`src/shared/vrs_params.svh`:
```
`ifndef VRS_PARAMS_SVH
`define VRS_PARAMS_SVH
// clock and timed delays
`define VRS_CLK_NS        20
`define VRS_MASK_NS       50000
`define VRS_CPU_CLOCK_ENABLE_OUT_NS      60000
`define VRS_PGOOD_NS      5000000
`define VRS_MASK_CYC      ((`VRS_MASK_NS + `VRS_CLK_NS - 1) / `VRS_CLK_NS)
`define VRS_CPU_CLOCK_ENABLE_OUT_CYC     ((`VRS_CPU_CLOCK_ENABLE_OUT_NS + `VRS_CLK_NS - 1) / `VRS_CLK_NS)
`define VRS_PGOOD_CYC     ((`VRS_PGOOD_NS + `VRS_CLK_NS - 1) / `VRS_CLK_NS)
// soft ramps run at one eighth of the programmed rate
`define VRS_SOFT_SHIFT    3
`define VRS_BLANK_CYCLES  6'h20
// register byte offsets
`define VRS_REG_SLEW      8'h00
`define VRS_REG_BOOT      8'h04
`define VRS_REG_STATUS    8'h08
// reset values
`define VRS_SLEW_RESET    16'h0028
`define VRS_BOOT_RESET    7'h30
// status field positions
`define VRS_STAT_TARGET   0
`define VRS_STAT_STATE    8
`define VRS_STAT_FAULT    12
`define VRS_STAT_HOT      13
`define VRS_STAT_PGOOD    14
`define VRS_STAT_CPU_CLOCK_ENABLE_OUT    15
// bus responses
`define VRS_RESP_OKAY     2'h0
`define VRS_RESP_SLVERR   2'h2
`endif

```
`src/shared/vrs_pkg.sv`:
```
package vrs_pkg;
	// sequencer states
	typedef enum logic [2:0] {
		VRS_OFF,
		VRS_REF_WAIT,
		VRS_MASK,
		VRS_SOFT_START,
		VRS_BOOT_HOLD,
		VRS_RUN,
		VRS_SOFT_STOP,
		VRS_FAULT_PARK
	} vrs_state_type;
endpackage : vrs_pkg

```
`src/verilog/vrs_ramp.sv`:
```
`timescale 1ns/1ps
module vrs_ramp #(
	parameter int CW = 7,
	parameter int PW = 19
) (
	input  wire logic          aclk,
	input  wire logic          aresetn,
	input  wire logic          clear,
	input  wire logic [CW-1:0] goal,
	input  wire logic [PW-1:0] period,
	output logic      [CW-1:0] target,
	output logic               moving
);
	import vrs_pkg::*;

	logic [PW-1:0] step_cnt;

	// one code step per period cycles; a zero period behaves as one
	always_ff @(posedge aclk) begin
		if (!aresetn || clear) begin
			target   <= '0;
			step_cnt <= '0;
		end else if (target != goal) begin
			if (step_cnt + PW'(1) >= period) begin
				step_cnt <= '0;
				target   <= (target < goal) ? target + CW'(1) : target - CW'(1);
			end else begin
				step_cnt <= step_cnt + PW'(1);
			end
		end else begin
			step_cnt <= '0;
		end
	end

	assign moving = (target != goal);
endmodule : vrs_ramp

```
`src/verilog/vrs_sequencer.sv`:
```
`timescale 1ns/1ps
`include "vrs_params.svh"
// How it works
// - enable waits for reference ready, then a 50us mask before switching
// - supply above power-on level clears fault latch and readies the controller
// - no switching while supply lockout is asserted
// - soft-start ramps target to boot code at one eighth slew rate
// - clock enable driven low 60us after boot if upstream good; slew to code
// - power-good and phase-good released 5ms after clock enable goes low
// - soft ramps use forced PWM, ignoring deep-sleep and phase select
// - fault latch keeps device off until enable toggled or supply below 0.5V
// - supply lockout in operation shuts down at once, outputs high impedance
// - enable low pulls power-good low and ramps to zero at eighth rate
// - normal ramp to zero disables drivers, low sides low, lowest power
// - undervoltage or thermal fault starts shutdown and sets the fault latch
// - undervoltage fault when output sits 400mV below target
// - after fault ramp: low sides high, high sides low
// - thermal trip latches fault; clearing by enable waits for 15C cooling
// - test level on enable disables protection and clears the fault latch
// - phase-good high impedance in single-phase operation
// - phase-good blanked for 32 second-phase high-side cycles on return
// - phase-good high impedance while slewing, driven low when shut down
// - a switch turns on only when its opposite drive is off
// - phase select low disables phase two at once, both drives low
module vrs_sequencer #(
	parameter int PGOOD_CYC = `VRS_PGOOD_CYC,
	parameter int ADDR_W    = 8
) (
	input  wire logic              aclk,
	input  wire logic              aresetn,
	input  wire logic              enable_bar_input,
	input  wire logic              test_level_detect,
	input  wire logic              supply_por_ok,
	input  wire logic              supply_undervolt_lockout,
	input  wire logic              supply_below_half,
	input  wire logic              reference_ready,
	input  wire logic              output_undervolt_protect,
	input  wire logic              overtemp_trip,
	input  wire logic              overtemp_cooled,
	input  wire logic              upstream_good_input,
	input  wire logic              deep_sleep_request,
	input  wire logic              low_power_phase_select,
	input  wire logic              phase_imbalance,
	input  wire logic              zero_cross_one,
	input  wire logic              zero_cross_two,
	input  wire logic              pwm_one_req,
	input  wire logic              pwm_two_req,
	input  wire logic              high_side_off_one,
	input  wire logic              high_side_off_two,
	input  wire logic              low_side_off_one,
	input  wire logic              low_side_off_two,
	input  wire logic [6:0]        voltage_code_inputs,
	output logic                   high_side_drive_one,
	output logic                   high_side_drive_two,
	output logic                   low_side_drive_one,
	output logic                   low_side_drive_two,
	output logic                   output_in_regulation_flag_o,
	output logic                   output_in_regulation_flag_oe,
	output logic                   phase_balance_ok_o,
	output logic                   phase_balance_ok_oe,
	output logic                   cpu_clock_enable_out,
	output logic                   switcher_hiz,
	output logic                   low_power_state,
	output logic                   forced_pwm_mode,
	output logic [6:0]             target_code,
	input  wire logic              awvalid,
	output logic                   awready,
	input  wire logic [ADDR_W-1:0] awaddr,
	input  wire logic [2:0]        awprot,
	input  wire logic              wvalid,
	output logic                   wready,
	input  wire logic [31:0]       wdata,
	input  wire logic [3:0]        wstrb,
	output logic                   bvalid,
	input  wire logic              bready,
	output logic [1:0]             bresp,
	input  wire logic              arvalid,
	output logic                   arready,
	input  wire logic [ADDR_W-1:0] araddr,
	input  wire logic [2:0]        arprot,
	output logic                   rvalid,
	input  wire logic              rready,
	output logic [31:0]            rdata,
	output logic [1:0]             rresp
);
	import vrs_pkg::*;

	localparam int TW = 18;
	localparam int PW = 19;

	vrs_state_type state;
	vrs_state_type next_state;
	logic [27:0]   sync1;
	logic [27:0]   sync2;
	logic          en_s, test_s, por_s, supply_undervolt_lockout_s, half_s, ref_s, uvp_s, hot_s, cool_s;
	logic          upg_s, deep_s, psi_s, imb_s, zc1_s, zc2_s, pwm1_s, pwm2_s;
	logic          hsoff1_s, hsoff2_s, lsoff1_s, lsoff2_s;
	logic [6:0]    vid_s;
	logic [6:0]    vid_prev, vid_q;
	logic [TW-1:0] timer;
	logic          fault_latch, hot_hold, pg_released;
	logic [15:0]   slew_period;
	logic [6:0]    boot_code;
	logic [6:0]    goal;
	logic [PW-1:0] period;
	logic [6:0]    target;
	logic          moving;
	logic          active, soft_ramp, single_eff, want_fpwm, phase2_on, park;
	logic          fault_trip, stop_req;
	logic [5:0]    blank_cnt;
	logic          aw_held, w_held;
	logic [ADDR_W-1:0] aw_addr_q;
	logic [31:0]   w_data_q;
	logic [3:0]    w_strb_q;
	logic          wr_fire;

	// pins come from the analog side: two flops before any use
	always_ff @(posedge aclk) begin
		sync1 <= {enable_bar_input, test_level_detect, supply_por_ok, supply_undervolt_lockout,
			supply_below_half, reference_ready, output_undervolt_protect, overtemp_trip,
			overtemp_cooled, upstream_good_input, deep_sleep_request, low_power_phase_select,
			phase_imbalance, zero_cross_one, zero_cross_two, pwm_one_req, pwm_two_req,
			high_side_off_one, high_side_off_two, low_side_off_one, low_side_off_two,
			voltage_code_inputs};
		sync2 <= sync1;
	end

	assign {en_s, test_s, por_s, supply_undervolt_lockout_s, half_s, ref_s, uvp_s, hot_s, cool_s, upg_s, deep_s,
		psi_s, imb_s, zc1_s, zc2_s, pwm1_s, pwm2_s, hsoff1_s, hsoff2_s, lsoff1_s, lsoff2_s,
		vid_s} = sync2;

	// code word taken only when two synced samples agree, so skewed bits never reach the ramp
	always_ff @(posedge aclk) begin
		vid_prev <= vid_s;
		if (!aresetn) begin
			vid_q <= 7'h00;
		end else if (vid_s == vid_prev) begin
			vid_q <= vid_s;
		end
	end

	// operating mode decode
	assign soft_ramp  = (state == VRS_SOFT_START) || (state == VRS_BOOT_HOLD) ||
		(state == VRS_SOFT_STOP);
	assign active     = !supply_undervolt_lockout_s && por_s && (soft_ramp || state == VRS_RUN);
	assign single_eff = (state == VRS_RUN) && (deep_s || !psi_s);
	assign want_fpwm  = !(state == VRS_RUN && deep_s);
	assign phase2_on  = active && !single_eff;
	assign park       = (state == VRS_FAULT_PARK) && !supply_undervolt_lockout_s;
	// the undervoltage comparator already measures against the live target
	assign fault_trip = !test_s && (uvp_s || hot_s) &&
		(state == VRS_SOFT_START || state == VRS_BOOT_HOLD || state == VRS_RUN);
	assign stop_req   = !en_s || fault_trip || fault_latch;

	// sequencing
	always_comb begin
		next_state = state;
		unique case (state)
			VRS_OFF:        if (en_s && !fault_latch) next_state = VRS_REF_WAIT;
			VRS_REF_WAIT:   if (!en_s) next_state = VRS_OFF;
				else if (ref_s) next_state = VRS_MASK;
			VRS_MASK:       if (!en_s) next_state = VRS_OFF;
				else if (timer == '0) next_state = VRS_SOFT_START;
			VRS_SOFT_START: if (stop_req) next_state = VRS_SOFT_STOP;
				else if (target == boot_code) next_state = VRS_BOOT_HOLD;
			VRS_BOOT_HOLD:  if (stop_req) next_state = VRS_SOFT_STOP;
				else if (timer == '0 && upg_s) next_state = VRS_RUN;
			VRS_RUN:        if (stop_req) next_state = VRS_SOFT_STOP;
			VRS_SOFT_STOP:  if (target == 7'h00)
				next_state = fault_latch ? VRS_FAULT_PARK : VRS_OFF;
			VRS_FAULT_PARK: if (!fault_latch) next_state = VRS_OFF;
		endcase
		if (!por_s || supply_undervolt_lockout_s) begin
			next_state = VRS_OFF;
		end
	end

	always_ff @(posedge aclk) begin
		if (!aresetn) begin
			state <= VRS_OFF;
		end else begin
			state <= next_state;
		end
	end

	// one delay counter, reloaded on each state entry
	always_ff @(posedge aclk) begin
		if (!aresetn) begin
			timer <= '0;
		end else if (next_state != state) begin
			unique case (next_state)
				VRS_MASK:      timer <= TW'(`VRS_MASK_CYC - 1);
				VRS_BOOT_HOLD: timer <= TW'(`VRS_CPU_CLOCK_ENABLE_OUT_CYC - 1);
				VRS_RUN:       timer <= TW'(PGOOD_CYC - 1);
				default:       timer <= '0;
			endcase
		end else if (timer != '0) begin
			timer <= timer - TW'(1);
		end
	end

	// fault latch: a trip in the enable-low clearing cycle still sets it; supply and test-level clears win over a trip
	always_ff @(posedge aclk) begin
		if (!aresetn || !por_s || half_s || test_s) begin
			fault_latch <= 1'b0;
		end else if (fault_trip) begin
			fault_latch <= 1'b1;
		end else if (!en_s && !hot_hold) begin
			fault_latch <= 1'b0;
		end
	end

	// a thermal trip blocks the enable-low clear until the die has cooled
	always_ff @(posedge aclk) begin
		if (!aresetn || !por_s) begin
			hot_hold <= 1'b0;
		end else if (fault_trip && hot_s) begin
			hot_hold <= 1'b1;
		end else if (cool_s) begin
			hot_hold <= 1'b0;
		end
	end

	// ramp goal and rate; soft ramps run eight times slower
	always_comb begin
		goal   = 7'h00;
		period = {3'h0, slew_period};
		if (state == VRS_SOFT_START || state == VRS_BOOT_HOLD) begin
			goal = boot_code;
		end else if (state == VRS_RUN) begin
			goal = vid_q;
		end
		if (soft_ramp) begin
			period = {3'h0, slew_period} << `VRS_SOFT_SHIFT;
		end
	end

	vrs_ramp #(.CW(7), .PW(PW)) u_ramp (
		.aclk    (aclk),
		.aresetn (aresetn),
		.clear   (state == VRS_OFF || state == VRS_FAULT_PARK),
		.goal    (goal),
		.period  (period),
		.target  (target),
		.moving  (moving)
	);

	// status release 5ms after the clock enable is driven low
	always_ff @(posedge aclk) begin
		if (!aresetn || state != VRS_RUN) begin
			pg_released <= 1'b0;
		end else if (timer == '0) begin
			pg_released <= 1'b1;
		end
	end

	// phase-good blanking counts second-phase high-side turn-ons
	always_ff @(posedge aclk) begin
		if (!aresetn) begin
			blank_cnt <= '0;
		end else if (single_eff) begin
			blank_cnt <= `VRS_BLANK_CYCLES;
		end else if (blank_cnt != '0 && phase2_on && pwm2_s && !high_side_drive_two &&
			lsoff2_s && !low_side_drive_two) begin
			blank_cnt <= blank_cnt - 6'h01;
		end
	end

	// gate drives: a side turns on only once the opposite drive is sensed off
	always_ff @(posedge aclk) begin
		if (!aresetn) begin
			high_side_drive_one <= 1'b0;
			low_side_drive_one  <= 1'b0;
			high_side_drive_two <= 1'b0;
			low_side_drive_two  <= 1'b0;
		end else begin
			high_side_drive_one <= active && pwm1_s && lsoff1_s && !low_side_drive_one;
			low_side_drive_one  <= (park || (active && !pwm1_s && (want_fpwm || !zc1_s))) &&
				hsoff1_s && !high_side_drive_one;
			high_side_drive_two <= phase2_on && pwm2_s && lsoff2_s && !low_side_drive_two;
			low_side_drive_two  <= (park || (phase2_on && !pwm2_s && (want_fpwm || !zc2_s))) &&
				hsoff2_s && !high_side_drive_two;
		end
	end

	// open-drain status pins and plain status outputs
	always_ff @(posedge aclk) begin
		if (!aresetn) begin
			output_in_regulation_flag_o  <= 1'b0;
			output_in_regulation_flag_oe <= 1'b1;
			phase_balance_ok_o           <= 1'b0;
			phase_balance_ok_oe          <= 1'b1;
			cpu_clock_enable_out         <= 1'b1;
			switcher_hiz                 <= 1'b1;
			low_power_state              <= 1'b1;
			forced_pwm_mode              <= 1'b1;
			target_code                  <= 7'h00;
		end else begin
			output_in_regulation_flag_oe <= !supply_undervolt_lockout_s && por_s &&
				!(state == VRS_RUN && pg_released && en_s);
			if (supply_undervolt_lockout_s || !por_s) begin
				phase_balance_ok_oe <= 1'b0;
			end else if (!(state == VRS_SOFT_START || state == VRS_BOOT_HOLD ||
				state == VRS_RUN)) begin
				phase_balance_ok_oe <= 1'b1;
			end else begin
				phase_balance_ok_oe <= !moving && !single_eff && blank_cnt == '0 &&
					(!pg_released || imb_s);
			end
			cpu_clock_enable_out <= !(state == VRS_RUN);
			switcher_hiz         <= supply_undervolt_lockout_s || !por_s;
			low_power_state      <= (state == VRS_OFF);
			forced_pwm_mode      <= want_fpwm;
			target_code          <= target;
		end
	end

	// bus slave: address and data taken in either order, answer one cycle later
	assign wr_fire = aw_held && w_held && !bvalid;

	always_ff @(posedge aclk) begin
		if (!aresetn) begin
			awready <= 1'b0;
			wready  <= 1'b0;
			aw_held <= 1'b0;
			w_held  <= 1'b0;
			bvalid  <= 1'b0;
			bresp   <= `VRS_RESP_OKAY;
		end else begin
			if (awvalid && awready) begin
				aw_held   <= 1'b1;
				aw_addr_q <= awaddr;
				awready   <= 1'b0;
			end else if (!aw_held && !bvalid) begin
				awready <= 1'b1;
			end
			if (wvalid && wready) begin
				w_held   <= 1'b1;
				w_data_q <= wdata;
				w_strb_q <= wstrb;
				wready   <= 1'b0;
			end else if (!w_held && !bvalid) begin
				wready <= 1'b1;
			end
			if (wr_fire) begin
				aw_held <= 1'b0;
				w_held  <= 1'b0;
				bvalid  <= 1'b1;
				bresp   <= (aw_addr_q == ADDR_W'(`VRS_REG_SLEW) ||
					aw_addr_q == ADDR_W'(`VRS_REG_BOOT)) ? `VRS_RESP_OKAY : `VRS_RESP_SLVERR;
			end else if (bvalid && bready) begin
				bvalid <= 1'b0;
			end
		end
	end

	// software settings: slew step period and boot code
	always_ff @(posedge aclk) begin
		if (!aresetn) begin
			slew_period <= `VRS_SLEW_RESET;
			boot_code   <= `VRS_BOOT_RESET;
		end else if (wr_fire) begin
			if (aw_addr_q == ADDR_W'(`VRS_REG_SLEW)) begin
				if (w_strb_q[0]) slew_period[7:0]  <= w_data_q[7:0];
				if (w_strb_q[1]) slew_period[15:8] <= w_data_q[15:8];
			end
			if (aw_addr_q == ADDR_W'(`VRS_REG_BOOT) && w_strb_q[0]) begin
				boot_code <= w_data_q[6:0];
			end
		end
	end

	// read channel
	always_ff @(posedge aclk) begin
		if (!aresetn) begin
			arready <= 1'b0;
			rvalid  <= 1'b0;
			rdata   <= 32'h0000_0000;
			rresp   <= `VRS_RESP_OKAY;
		end else if (arvalid && arready) begin
			arready <= 1'b0;
			rvalid  <= 1'b1;
			rresp   <= `VRS_RESP_OKAY;
			rdata   <= 32'h0000_0000;
			if (araddr == ADDR_W'(`VRS_REG_SLEW)) begin
				rdata[15:0] <= slew_period;
			end else if (araddr == ADDR_W'(`VRS_REG_BOOT)) begin
				rdata[6:0] <= boot_code;
			end else if (araddr == ADDR_W'(`VRS_REG_STATUS)) begin
				rdata[`VRS_STAT_TARGET +: 7] <= target;
				rdata[`VRS_STAT_STATE +: 3]  <= 3'(state);
				rdata[`VRS_STAT_FAULT]       <= fault_latch;
				rdata[`VRS_STAT_HOT]         <= hot_hold;
				rdata[`VRS_STAT_PGOOD]       <= pg_released;
				rdata[`VRS_STAT_CPU_CLOCK_ENABLE_OUT]       <= cpu_clock_enable_out;
			end else begin
				rresp <= `VRS_RESP_SLVERR;
			end
		end else if (rvalid && rready) begin
			rvalid <= 1'b0;
		end else if (!rvalid) begin
			arready <= 1'b1;
		end
	end
endmodule : vrs_sequencer

```
`config.mk`:
```
export PLATFORM = sky130hd
export DESIGN_NAME = vrs_sequencer
export DESIGN_NICKNAME = d
export VERILOG_FILES = /design/src/shared/vrs_pkg.sv /design/src/verilog/vrs_ramp.sv /design/src/verilog/vrs_sequencer.sv
export VERILOG_INCLUDE_DIRS = /design/src /design/src/shared
export SDC_FILE = /design/constraint.sdc
export NUM_CORES = 1
export LEC_CHECK = 0
export BUFFER_PORTS_ARGS = -buffer_cell sky130_fd_sc_hd__buf_2
export CAP_MARGIN = 10
export CORE_UTILIZATION = 60
export CTS_BUF_LIST = sky130_fd_sc_hd__clkbuf_16
export CTS_CLUSTER_DIAMETER = 150
export DETAILED_ROUTE_END_ITERATION = 12
export GPL_TIMING_DRIVEN = 1
export PLACE_DENSITY = 0.95
export SETUP_SLACK_MARGIN = 0.02
export SYNTH_ARGS = -nofsm -noshare
export SYNTH_HDL_FRONTEND = slang
export SYNTH_SLANG_ARGS = --single-unit
export TNS_END_PERCENT = 100
```
`constraint.sdc`:
```
create_clock -name aclk -period 5.9 [get_ports aclk]
set_input_delay 0.59 -clock aclk [delete_from_list [all_inputs] [get_ports aclk]]
set_output_delay 0.59 -clock aclk [all_outputs]
set_load 0.02 [all_outputs]
```
# == Word-level counts from Yosys, hierarchy flattened ==
# Cells that the tools add are included.
# totals
out_inout_bits,60
word_cells,238
regBits,219
inputBits,93
# op_classes
n_bitwise,4
eq_ne,18
n_mux,49
add_sub_neg,5
magnitude_cmp,2
reduce_logical,120
# ops
op,n
18-bit case mux with 3 select lines,1
3-bit 2-to-1 mux,17
1-bit logical AND,47
7-bit 2-to-1 mux,6
18-bit 2-to-1 mux,2
1-bit logical NOT,25
3-bit case mux with 8 select lines,1
1-bit logical OR,21
19-bit by 1-bit adder with 19-bit output (second input constant),1
19-bit greater-or-equal comparator,1
19-bit 2-to-1 mux,1
3-bit == test (second input constant),6
18-bit logical NOT,1
18-bit nonzero test,1
18-bit by 1-bit subtractor with 18-bit output (second input constant),1
8-bit by 3-bit == test with 1-bit output (second input constant),2
8-bit logical NOT,2
7-bit == test,2
1-bit 2-to-1 mux,12
4-bit 2-to-1 mux,3
6-bit 2-to-1 mux,2
2-bit nonzero test,6
2-bit AND reduction,5
2-bit OR reduction,5
18 further kinds,27

# == Longest topological paths before layout ==
# logic_depth
depth_word,13
ltp_mapped,22
depth_no_buf,21

# == Modules after synthesis ==
# A second synthesis with hierarchy kept.
# unflattened
hier_cells,911
hier_area_um2,9069.9
# by_module_without_submodules
module,seq_area_each_um2,instances,area_per_inst_um2,cells_each
vrs_sequencer,4043.9,1,7078.0,677
vrs_ramp,520.5,1,1991.9,234

# == Least setup slack after synthesis ==
# OpenSTA, ideal clock, no wires.
# synth_timing
path_type,reg-to-reg
start,reg state[2]
end,reg u_ramp.step_cnt[10]
slack_ns,2.180
stages_incl_launch_ff,16
synth_period_minus_slack_ns,3.720
t_arrival_ns,3.653
n_path_buf,4
setup_ns,0.066
required_ns,5.834
cell_sequence,dfxtp_1 > buf_4 > inv_1 > o21ai_2 > clkbuf_1 > mux2i_1 > ha_1 > o21a_1 > o21ai_0 > a21oi_1 > o31ai_1 > a21oi_1 > or4b_2 > clkbuf_1 > clkbuf_1 > nor2b_1
# synth_via
elab_chain_len,6
word_cells_on_any_way,17
classes_between,order compare (1); eq/ne (6); mux (3); bitwise (1); reduce/logical (6)
# synth_lines
item,line_no,rtl
"start, declared",vrs_sequencer.sv:91,vrs_state_type state;
"start signal, assigned",vrs_sequencer.sv:182,state <= next_state;
3-bit by 2-bit == test with 1-bit output (tied with other cells),"vrs_sequencer.sv:143, vrs_sequencer.sv:228",
1-bit logical OR / 7-bit 2-to-1 mux (equally long branches),"vrs_sequencer.sv:143, vrs_sequencer.sv:228, vrs_sequencer.sv:230",
1-bit logical OR / 7-bit 2-to-1 mux (equally long branches),"vrs_sequencer.sv:143, vrs_sequencer.sv:228",
19-bit 2-to-1 mux / 7-bit inequality test (equally long branches),"vrs_sequencer.sv:233, vrs_ramp.sv:23",
19-bit greater-or-equal comparator / 1-bit NOT (equally long branches),--,
3-bit OR reduction (no source line) (*),--,
"end signal, assigned",vrs_ramp.sv:28,step_cnt <= step_cnt + PW'(1);
"end, declared",vrs_ramp.sv:16,logic [PW-1:0] step_cnt;
# Mark *: on every way between the ends. The rest lies on a longest branch, timed or not.
# A chain may end at the register's enable or synchronous reset.

# == Worst setup path in the final report ==
# layout_timing
start,reg state[2]
end,reg u_ramp.target[6]
# layout_via
elab_chain_len,6
word_cells_on_any_way,18
classes_between,order compare (2); eq/ne (6); mux (4); reduce/logical (6)
# layout_lines
item,line_no,rtl
3-bit by 2-bit == test with 1-bit output / 3-bit == test (equally long branches),"vrs_sequencer.sv:143, vrs_sequencer.sv:228",
1-bit logical OR,"vrs_sequencer.sv:143, vrs_sequencer.sv:228",
1-bit logical OR,vrs_sequencer.sv:143,assign soft_ramp = (state == VRS_SOFT_START) || (state == VRS_BOOT_HOLD) ||
19-bit 2-to-1 mux,vrs_sequencer.sv:233,if (soft_ramp) begin
19-bit greater-or-equal comparator,vrs_ramp.sv:24,if (step_cnt + PW'(1) >= period) begin
2-bit AND reduction (no source line),--,
"end signal, assigned",vrs_ramp.sv:26,target <= (target < goal) ? target + CW'(1) : target - CW'(1);
"end, declared",vrs_ramp.sv:11,"output logic [CW-1:0] target,"
# Parallel ways exist; a longest one is shown, timed or not.

==> flow_results.xml <==
<?xml version="1.0" encoding="UTF-8"?>
<metrics>
  <group name="run_status">
    <metric name="run_status" unit="">finished, final reports clean</metric>
  </group>
  <group name="global_routing">
    <metric name="grt_start_max_net_pins" unit="">39</metric>
    <metric name="grtUsageTotal" unit="">0.2596</metric>
    <metric name="first_global_vias" unit="">6587</metric>
    <metric name="first_pass_grt_wire_length" unit="um">31220</metric>
    <metric name="globalRoute.totalOverflow" unit="">0</metric>
    <metric name="initial_antenna_violation_count" unit="">0</metric>
  </group>
  <group name="synthesis">
    <metric name="synth_sequential_area_ratio" unit="">0.5155</metric>
    <metric name="synth_top_area_frac" unit="">0.4274</metric>
    <metric name="synthArstFlopShare" unit="">0</metric>
    <metric name="avgSynthCellArea" unit="um2">9.981</metric>
    <metric name="ys_ff_latch" unit="">215</metric>
    <metric name="synth-edff-count" unit="">26</metric>
    <metric name="yosysWarningCount" unit="">0</metric>
    <metric name="top_cells_by_area_in_the_synthesized_netlist" unit="">sky130_fd_sc_hd__dfxtp_1 (43%), sky130_fd_sc_hd__edfxtp_1 (8.8%), sky130_fd_sc_hd__ha_1 (4.9%)</metric>
    <metric name="yosys_most_used_dff" unit="">sky130_fd_sc_hd__dfxtp_1</metric>
    <metric name="number_of_different_library_cells_in_the_post_synthesis_netlist" unit="">69</metric>
    <metric name="synthDominantAreaCellType" unit="">sky130_fd_sc_hd__dfxtp_1</metric>
    <metric name="post_synth_instance_area" unit="um2">8853</metric>
    <metric name="synthesized_instance_count" unit="">887</metric>
  </group>
  <group name="final_layout">
    <metric name="fin_nets" unit="">1117</metric>
    <metric name="synthToLayoutAreaGrowth" unit="%">15.64</metric>
    <metric name="layout-drive-gt1-share" unit="">0.1585</metric>
    <metric name="instances_no_fill" unit="">1187</metric>
    <metric name="layout.cells.most_common" unit="">sky130_fd_sc_hd__dfxtp_1</metric>
    <metric name="num_antenna_cells" unit="">0</metric>
    <metric name="layout.cells.most_common_list" unit="">sky130_fd_sc_hd__dfxtp_1 (189), sky130_fd_sc_hd__buf_2 (107), sky130_fd_sc_hd__nor2_1 (83)</metric>
  </group>
  <group name="drt">
    <metric name="wl_per_cell" unit="um">16.43</metric>
    <metric name="detailedRoute.firstPassIterationCount" unit="">5</metric>
    <metric name="final_antenna_net_count" unit="">0</metric>
    <metric name="vias" unit="">6876</metric>
    <metric name="post_detailed_route_drc_marker_count" unit="">0</metric>
    <metric name="first_iter_violations" unit="">519</metric>
    <metric name="vias_per_cell" unit="">5.793</metric>
    <metric name="postRouteWirelength" unit="um">19500</metric>
  </group>
  <group name="placement">
    <metric name="port_buffers" unit="">107</metric>
    <metric name="hpwlAfterDp" unit="um">13260</metric>
    <metric name="gpl.final_weighted_congestion" unit="">0.9061</metric>
    <metric name="placedCellCount" unit="">1147</metric>
  </group>
  <group name="timing">
    <metric name="slew-limit-headroom" unit="">0.2434</metric>
    <metric name="worst-slew-pin-transition" unit="ns">1.126</metric>
    <metric name="final-hold-violation-count" unit="">0</metric>
    <metric name="final.min_clock_period" unit="ns">4.725</metric>
    <metric name="max_freq" unit="GHz">0.2117</metric>
    <metric name="timing.final.max_slew_violations" unit="">0</metric>
    <metric name="fin_setup_tns" unit="ns">0</metric>
    <metric name="holdWs" unit="ns">0.1940</metric>
    <metric name="worst_clock_skew" unit="ns">0.006877</metric>
    <metric name="post-route-period-util" unit="">0.8008</metric>
    <metric name="unrepaired_setup_endpoints_after_global_routing" unit="">no</metric>
    <metric name="setup_viol_count_final" unit="">0</metric>
  </group>
  <group name="floorplanning">
    <metric name="starting_density_of_the_core" unit="">0.6115</metric>
    <metric name="die_y" unit="um">123.5</metric>
    <metric name="std_cell_rows" unit="">44</metric>
    <metric name="design.portCount" unit="">153</metric>
    <metric name="total_die_area" unit="um2">15250</metric>
    <metric name="fp.coreArea" unit="um2">14480</metric>
    <metric name="die_w" unit="um">123.5</metric>
  </group>
  <group name="critical_path">
    <metric name="critical_path.cell_chain" unit="">inv_1 &gt; nor2_1 &gt; inv_1 &gt; o21ai_1 &gt; a22oi_1 &gt; ha_1 &gt; a21oi_1 &gt; nor2b_1 &gt; o21ai_0 &gt; o21ai_0 &gt; nor2_1 &gt; inv_1 &gt; ha_1 &gt; a21o_1 &gt; a21oi_1 &gt; o21bai_1 &gt; a21o_1 &gt; xnor2_1 &gt; a211o_1 &gt; nand2_1</metric>
    <metric name="cp_num_buf_inv" unit="">3</metric>
    <metric name="cp-end-kind" unit="">register</metric>
    <metric name="worstSetupPathType" unit="">reg -&gt; reg</metric>
    <metric name="timing.rr.end" unit="">u_ramp.target[6]$_SDFFE_PP0P_</metric>
    <metric name="timing.reg2reg.worst_path_depth" unit="">20</metric>
    <metric name="critPathTopFamily" unit="">compound AO/OA/AOI/OAI gates</metric>
    <metric name="crit_path_max_incr_delay" unit="ns">0.71</metric>
    <metric name="r2r-start" unit="">state[2]$_SDFF_PN0_</metric>
    <metric name="setup.reg_to_reg.worst_slack" unit="ns">1.18</metric>
    <metric name="worst-path-max-fanout" unit="">19</metric>
    <metric name="cp_slowest_cell" unit="">sky130_fd_sc_hd__dfxtp_1</metric>
    <metric name="crit_path_start_kind" unit="">register</metric>
    <metric name="timing.critical_path.required" unit="ns">6.34</metric>
    <metric name="critical_path_arrival" unit="ns">5.16</metric>
    <metric name="crit_top_cell" unit="">sky130_fd_sc_hd__inv_1</metric>
  </group>
  <group name="flow_run">
    <metric name="drv.max_cap_violation_count" unit="">0</metric>
  </group>
  <group name="clock_network">
    <metric name="cts.path.max_buffers" unit="">3</metric>
    <metric name="cts-buffers-inserted" unit="">23</metric>
    <metric name="tritoncts_clock_tree" unit="">yes</metric>
    <metric name="clk_transition_reported_paths" unit="ns">0.06</metric>
    <metric name="cts_resized" unit="">0</metric>
    <metric name="clock_sink_count" unit="">215</metric>
    <metric name="clock_latency_late_sink" unit="ns">0.49</metric>
    <metric name="cts_hold_repair.buffers" unit="">0</metric>
    <metric name="clock_tree.root_cell" unit="">sky130_fd_sc_hd__clkbuf_16</metric>
    <metric name="cts_setup_buffers" unit="">0</metric>
    <metric name="h-tree-depth" unit="">1</metric>
  </group>
  <group name="min_path">
    <metric name="hp-start" unit="">test_level_detect</metric>
    <metric name="hold_path_end" unit="">sync1[26]$_DFF_P_</metric>
    <metric name="min_delay_worst_type" unit="">in -&gt; reg</metric>
    <metric name="timing.hold.worst_path_depth" unit="">1</metric>
  </group>
  <group name="pwr">
    <metric name="irDropWorstVdd" unit="mV">0.3596</metric>
    <metric name="cellLeakagePower" unit="nW">4.313</metric>
    <metric name="totalPowerFinal" unit="W">0.003490</metric>
    <metric name="pwr_density_cell" unit="nW/um2">340.9</metric>
  </group>
</metrics>
kinds of logic after synthesis:
family,after synthesis,synth area share
AOI/OAI and AO/OA,149,0.1124
buffers and inverters,78,0.04310
and+or+nand+nor,311,0.1755
DFF,215,0.5155
other,1,0.0004236
muxes,38,0.04296
adders and majority gates,36,0.05172
xor gates and xnor gates,59,0.05837
cell type report:
type                       instances  area [um2]
clock buffer                      23       575.6
clock inverter                    17       237.7
fill                             986        4240
inverter                          25       93.84
multi-input combinational        613        3979
sequential                       215        4564
tap                              184       230.2
timing repair buffer             110       558.0
layer usage:
metal | part of all wire | up-vias | wire [um] | GRT usage
met5 | 0 | - | 0 | 0
met4 | 0.042 | 0 | 821 | 0.1212
met3 | 0.065 | 83 | 1262 | 0.04566
met2 | 0.49 | 317 | 9510 | 0.4529
met1 | 0.41 | 3222 | 7903 | 0.3098
li1 | - | 3254 | - | -
registers in the layout (all words and copies together) (netlist names), 2 cells and up:
signal and cells:
target_code 7, rdata 16, w_data_q 16, boot_code 7, vid_prev 7, state 3
sync2 27, blank_cnt 6, vid_q 7, u_ramp.target 7, u_ramp.step_cnt 19, w_strb_q 2
sync1 27, timer 18, aw_addr_q 8, slew_period 16
synth_stat cells (2+ instances only):
| cell | instances |
|---|---|
| sky130_fd_sc_hd__and3_1 | 12 |
| sky130_fd_sc_hd__a22oi_1 | 13 |
| sky130_fd_sc_hd__a21o_1 | 11 |
| sky130_fd_sc_hd__xor2_1 | 24 |
| sky130_fd_sc_hd__nand4b_1 | 2 |
| sky130_fd_sc_hd__nand2_1 | 82 |
| sky130_fd_sc_hd__o2111a_1 | 2 |
| sky130_fd_sc_hd__dfxtp_1 | 189 |
| sky130_fd_sc_hd__nor2b_1 | 27 |
| sky130_fd_sc_hd__o21a_1 | 2 |
| sky130_fd_sc_hd__inv_1 | 25 |
| sky130_fd_sc_hd__nand3_1 | 21 |
| sky130_fd_sc_hd__nor2_1 | 83 |
| sky130_fd_sc_hd__o21bai_1 | 2 |
| sky130_fd_sc_hd__buf_4 | 22 |
| sky130_fd_sc_hd__o31ai_1 | 3 |
| sky130_fd_sc_hd__and2_1 | 12 |
| sky130_fd_sc_hd__a21oi_1 | 52 |
| sky130_fd_sc_hd__a211o_1 | 2 |
| sky130_fd_sc_hd__buf_2 | 5 |
| sky130_fd_sc_hd__nor3_1 | 22 |
| sky130_fd_sc_hd__xnor2_1 | 35 |
| sky130_fd_sc_hd__o211ai_1 | 3 |
| sky130_fd_sc_hd__or4_1 | 3 |
| sky130_fd_sc_hd__a31oi_1 | 2 |
| sky130_fd_sc_hd__edfxtp_1 | 26 |
| sky130_fd_sc_hd__a211oi_1 | 4 |
| sky130_fd_sc_hd__and4_1 | 2 |
| sky130_fd_sc_hd__a221oi_1 | 8 |
| sky130_fd_sc_hd__o21ai_0 | 22 |
| sky130_fd_sc_hd__ha_1 | 35 |
| sky130_fd_sc_hd__mux2i_1 | 38 |
| sky130_fd_sc_hd__nor4_1 | 11 |
| sky130_fd_sc_hd__nand2b_1 | 4 |
| sky130_fd_sc_hd__buf_1 | 4 |
| sky130_fd_sc_hd__o21ai_1 | 9 |
| sky130_fd_sc_hd__or3_1 | 5 |
| sky130_fd_sc_hd__clkbuf_1 | 22 |
| sky130_fd_sc_hd__nor3b_1 | 2 |
| sky130_fd_sc_hd__nor4b_1 | 2 |
| sky130_fd_sc_hd__nand4_1 | 9 |
power by group:
group          internal (W)  switching, W
combinational      0.000157      0.000213
clock              0.000970      0.000561
sequential          0.00155     0.0000413
worst register-to-register path, cell delays in order (launching register included):
cell and delay, ns:
sky130_fd_sc_hd__dfxtp_1 0.71, sky130_fd_sc_hd__inv_1 0.24, sky130_fd_sc_hd__nor2_1 0.30, sky130_fd_sc_hd__inv_1 0.12
sky130_fd_sc_hd__o21ai_1 0.44, sky130_fd_sc_hd__a22oi_1 0.15, sky130_fd_sc_hd__ha_1 0.33, sky130_fd_sc_hd__a21oi_1 0.13
sky130_fd_sc_hd__nor2b_1 0.06, sky130_fd_sc_hd__o21ai_0 0.14, sky130_fd_sc_hd__o21ai_0 0.11, sky130_fd_sc_hd__nor2_1 0.24
sky130_fd_sc_hd__inv_1 0.17, sky130_fd_sc_hd__ha_1 0.35, sky130_fd_sc_hd__a21o_1 0.19, sky130_fd_sc_hd__a21oi_1 0.23
sky130_fd_sc_hd__o21bai_1 0.09, sky130_fd_sc_hd__a21o_1 0.19, sky130_fd_sc_hd__xnor2_1 0.14, sky130_fd_sc_hd__a211o_1 0.30
sky130_fd_sc_hd__nand2_1 0.05
worst max-delay path by stage:
stage	start	to	slack (ns)	cells past startpoint
finish	state[2]$_SDFF_PN0_	u_ramp.target[6]$_SDFFE_PP0P_	1.18	20
global placement	state[2]$_SDFF_PN0_	u_ramp.target[6]$_SDFFE_PP0P_	1.44	20
floorplan	state[2]$_SDFF_PN0_	u_ramp.step_cnt[10]$_SDFF_PP0_	2.18	15
detailed placement	state[2]$_SDFF_PN0_	u_ramp.target[6]$_SDFFE_PP0P_	1.32	20
global route	state[2]$_SDFF_PN0_	u_ramp.target[6]$_SDFFE_PP0P_	0.79	20
CTS	state[2]$_SDFF_PN0_	u_ramp.target[6]$_SDFFE_PP0P_	1.29	20
through the flow:
stage          instance area (um2)  utilization  worst slack (ns)
2_1_floorplan                 8925            -             2.181
3_3_place_gp                  9425       0.6510             1.442
3_5_place_dp                  9425       0.6510             1.325
4_1_cts                      10240       0.7071             1.295
5_1_grt                      10240       0.7071            0.7920
6_report                     10240       0.7071             1.175
Note: power is estimated with default switching activity, not from simulation.
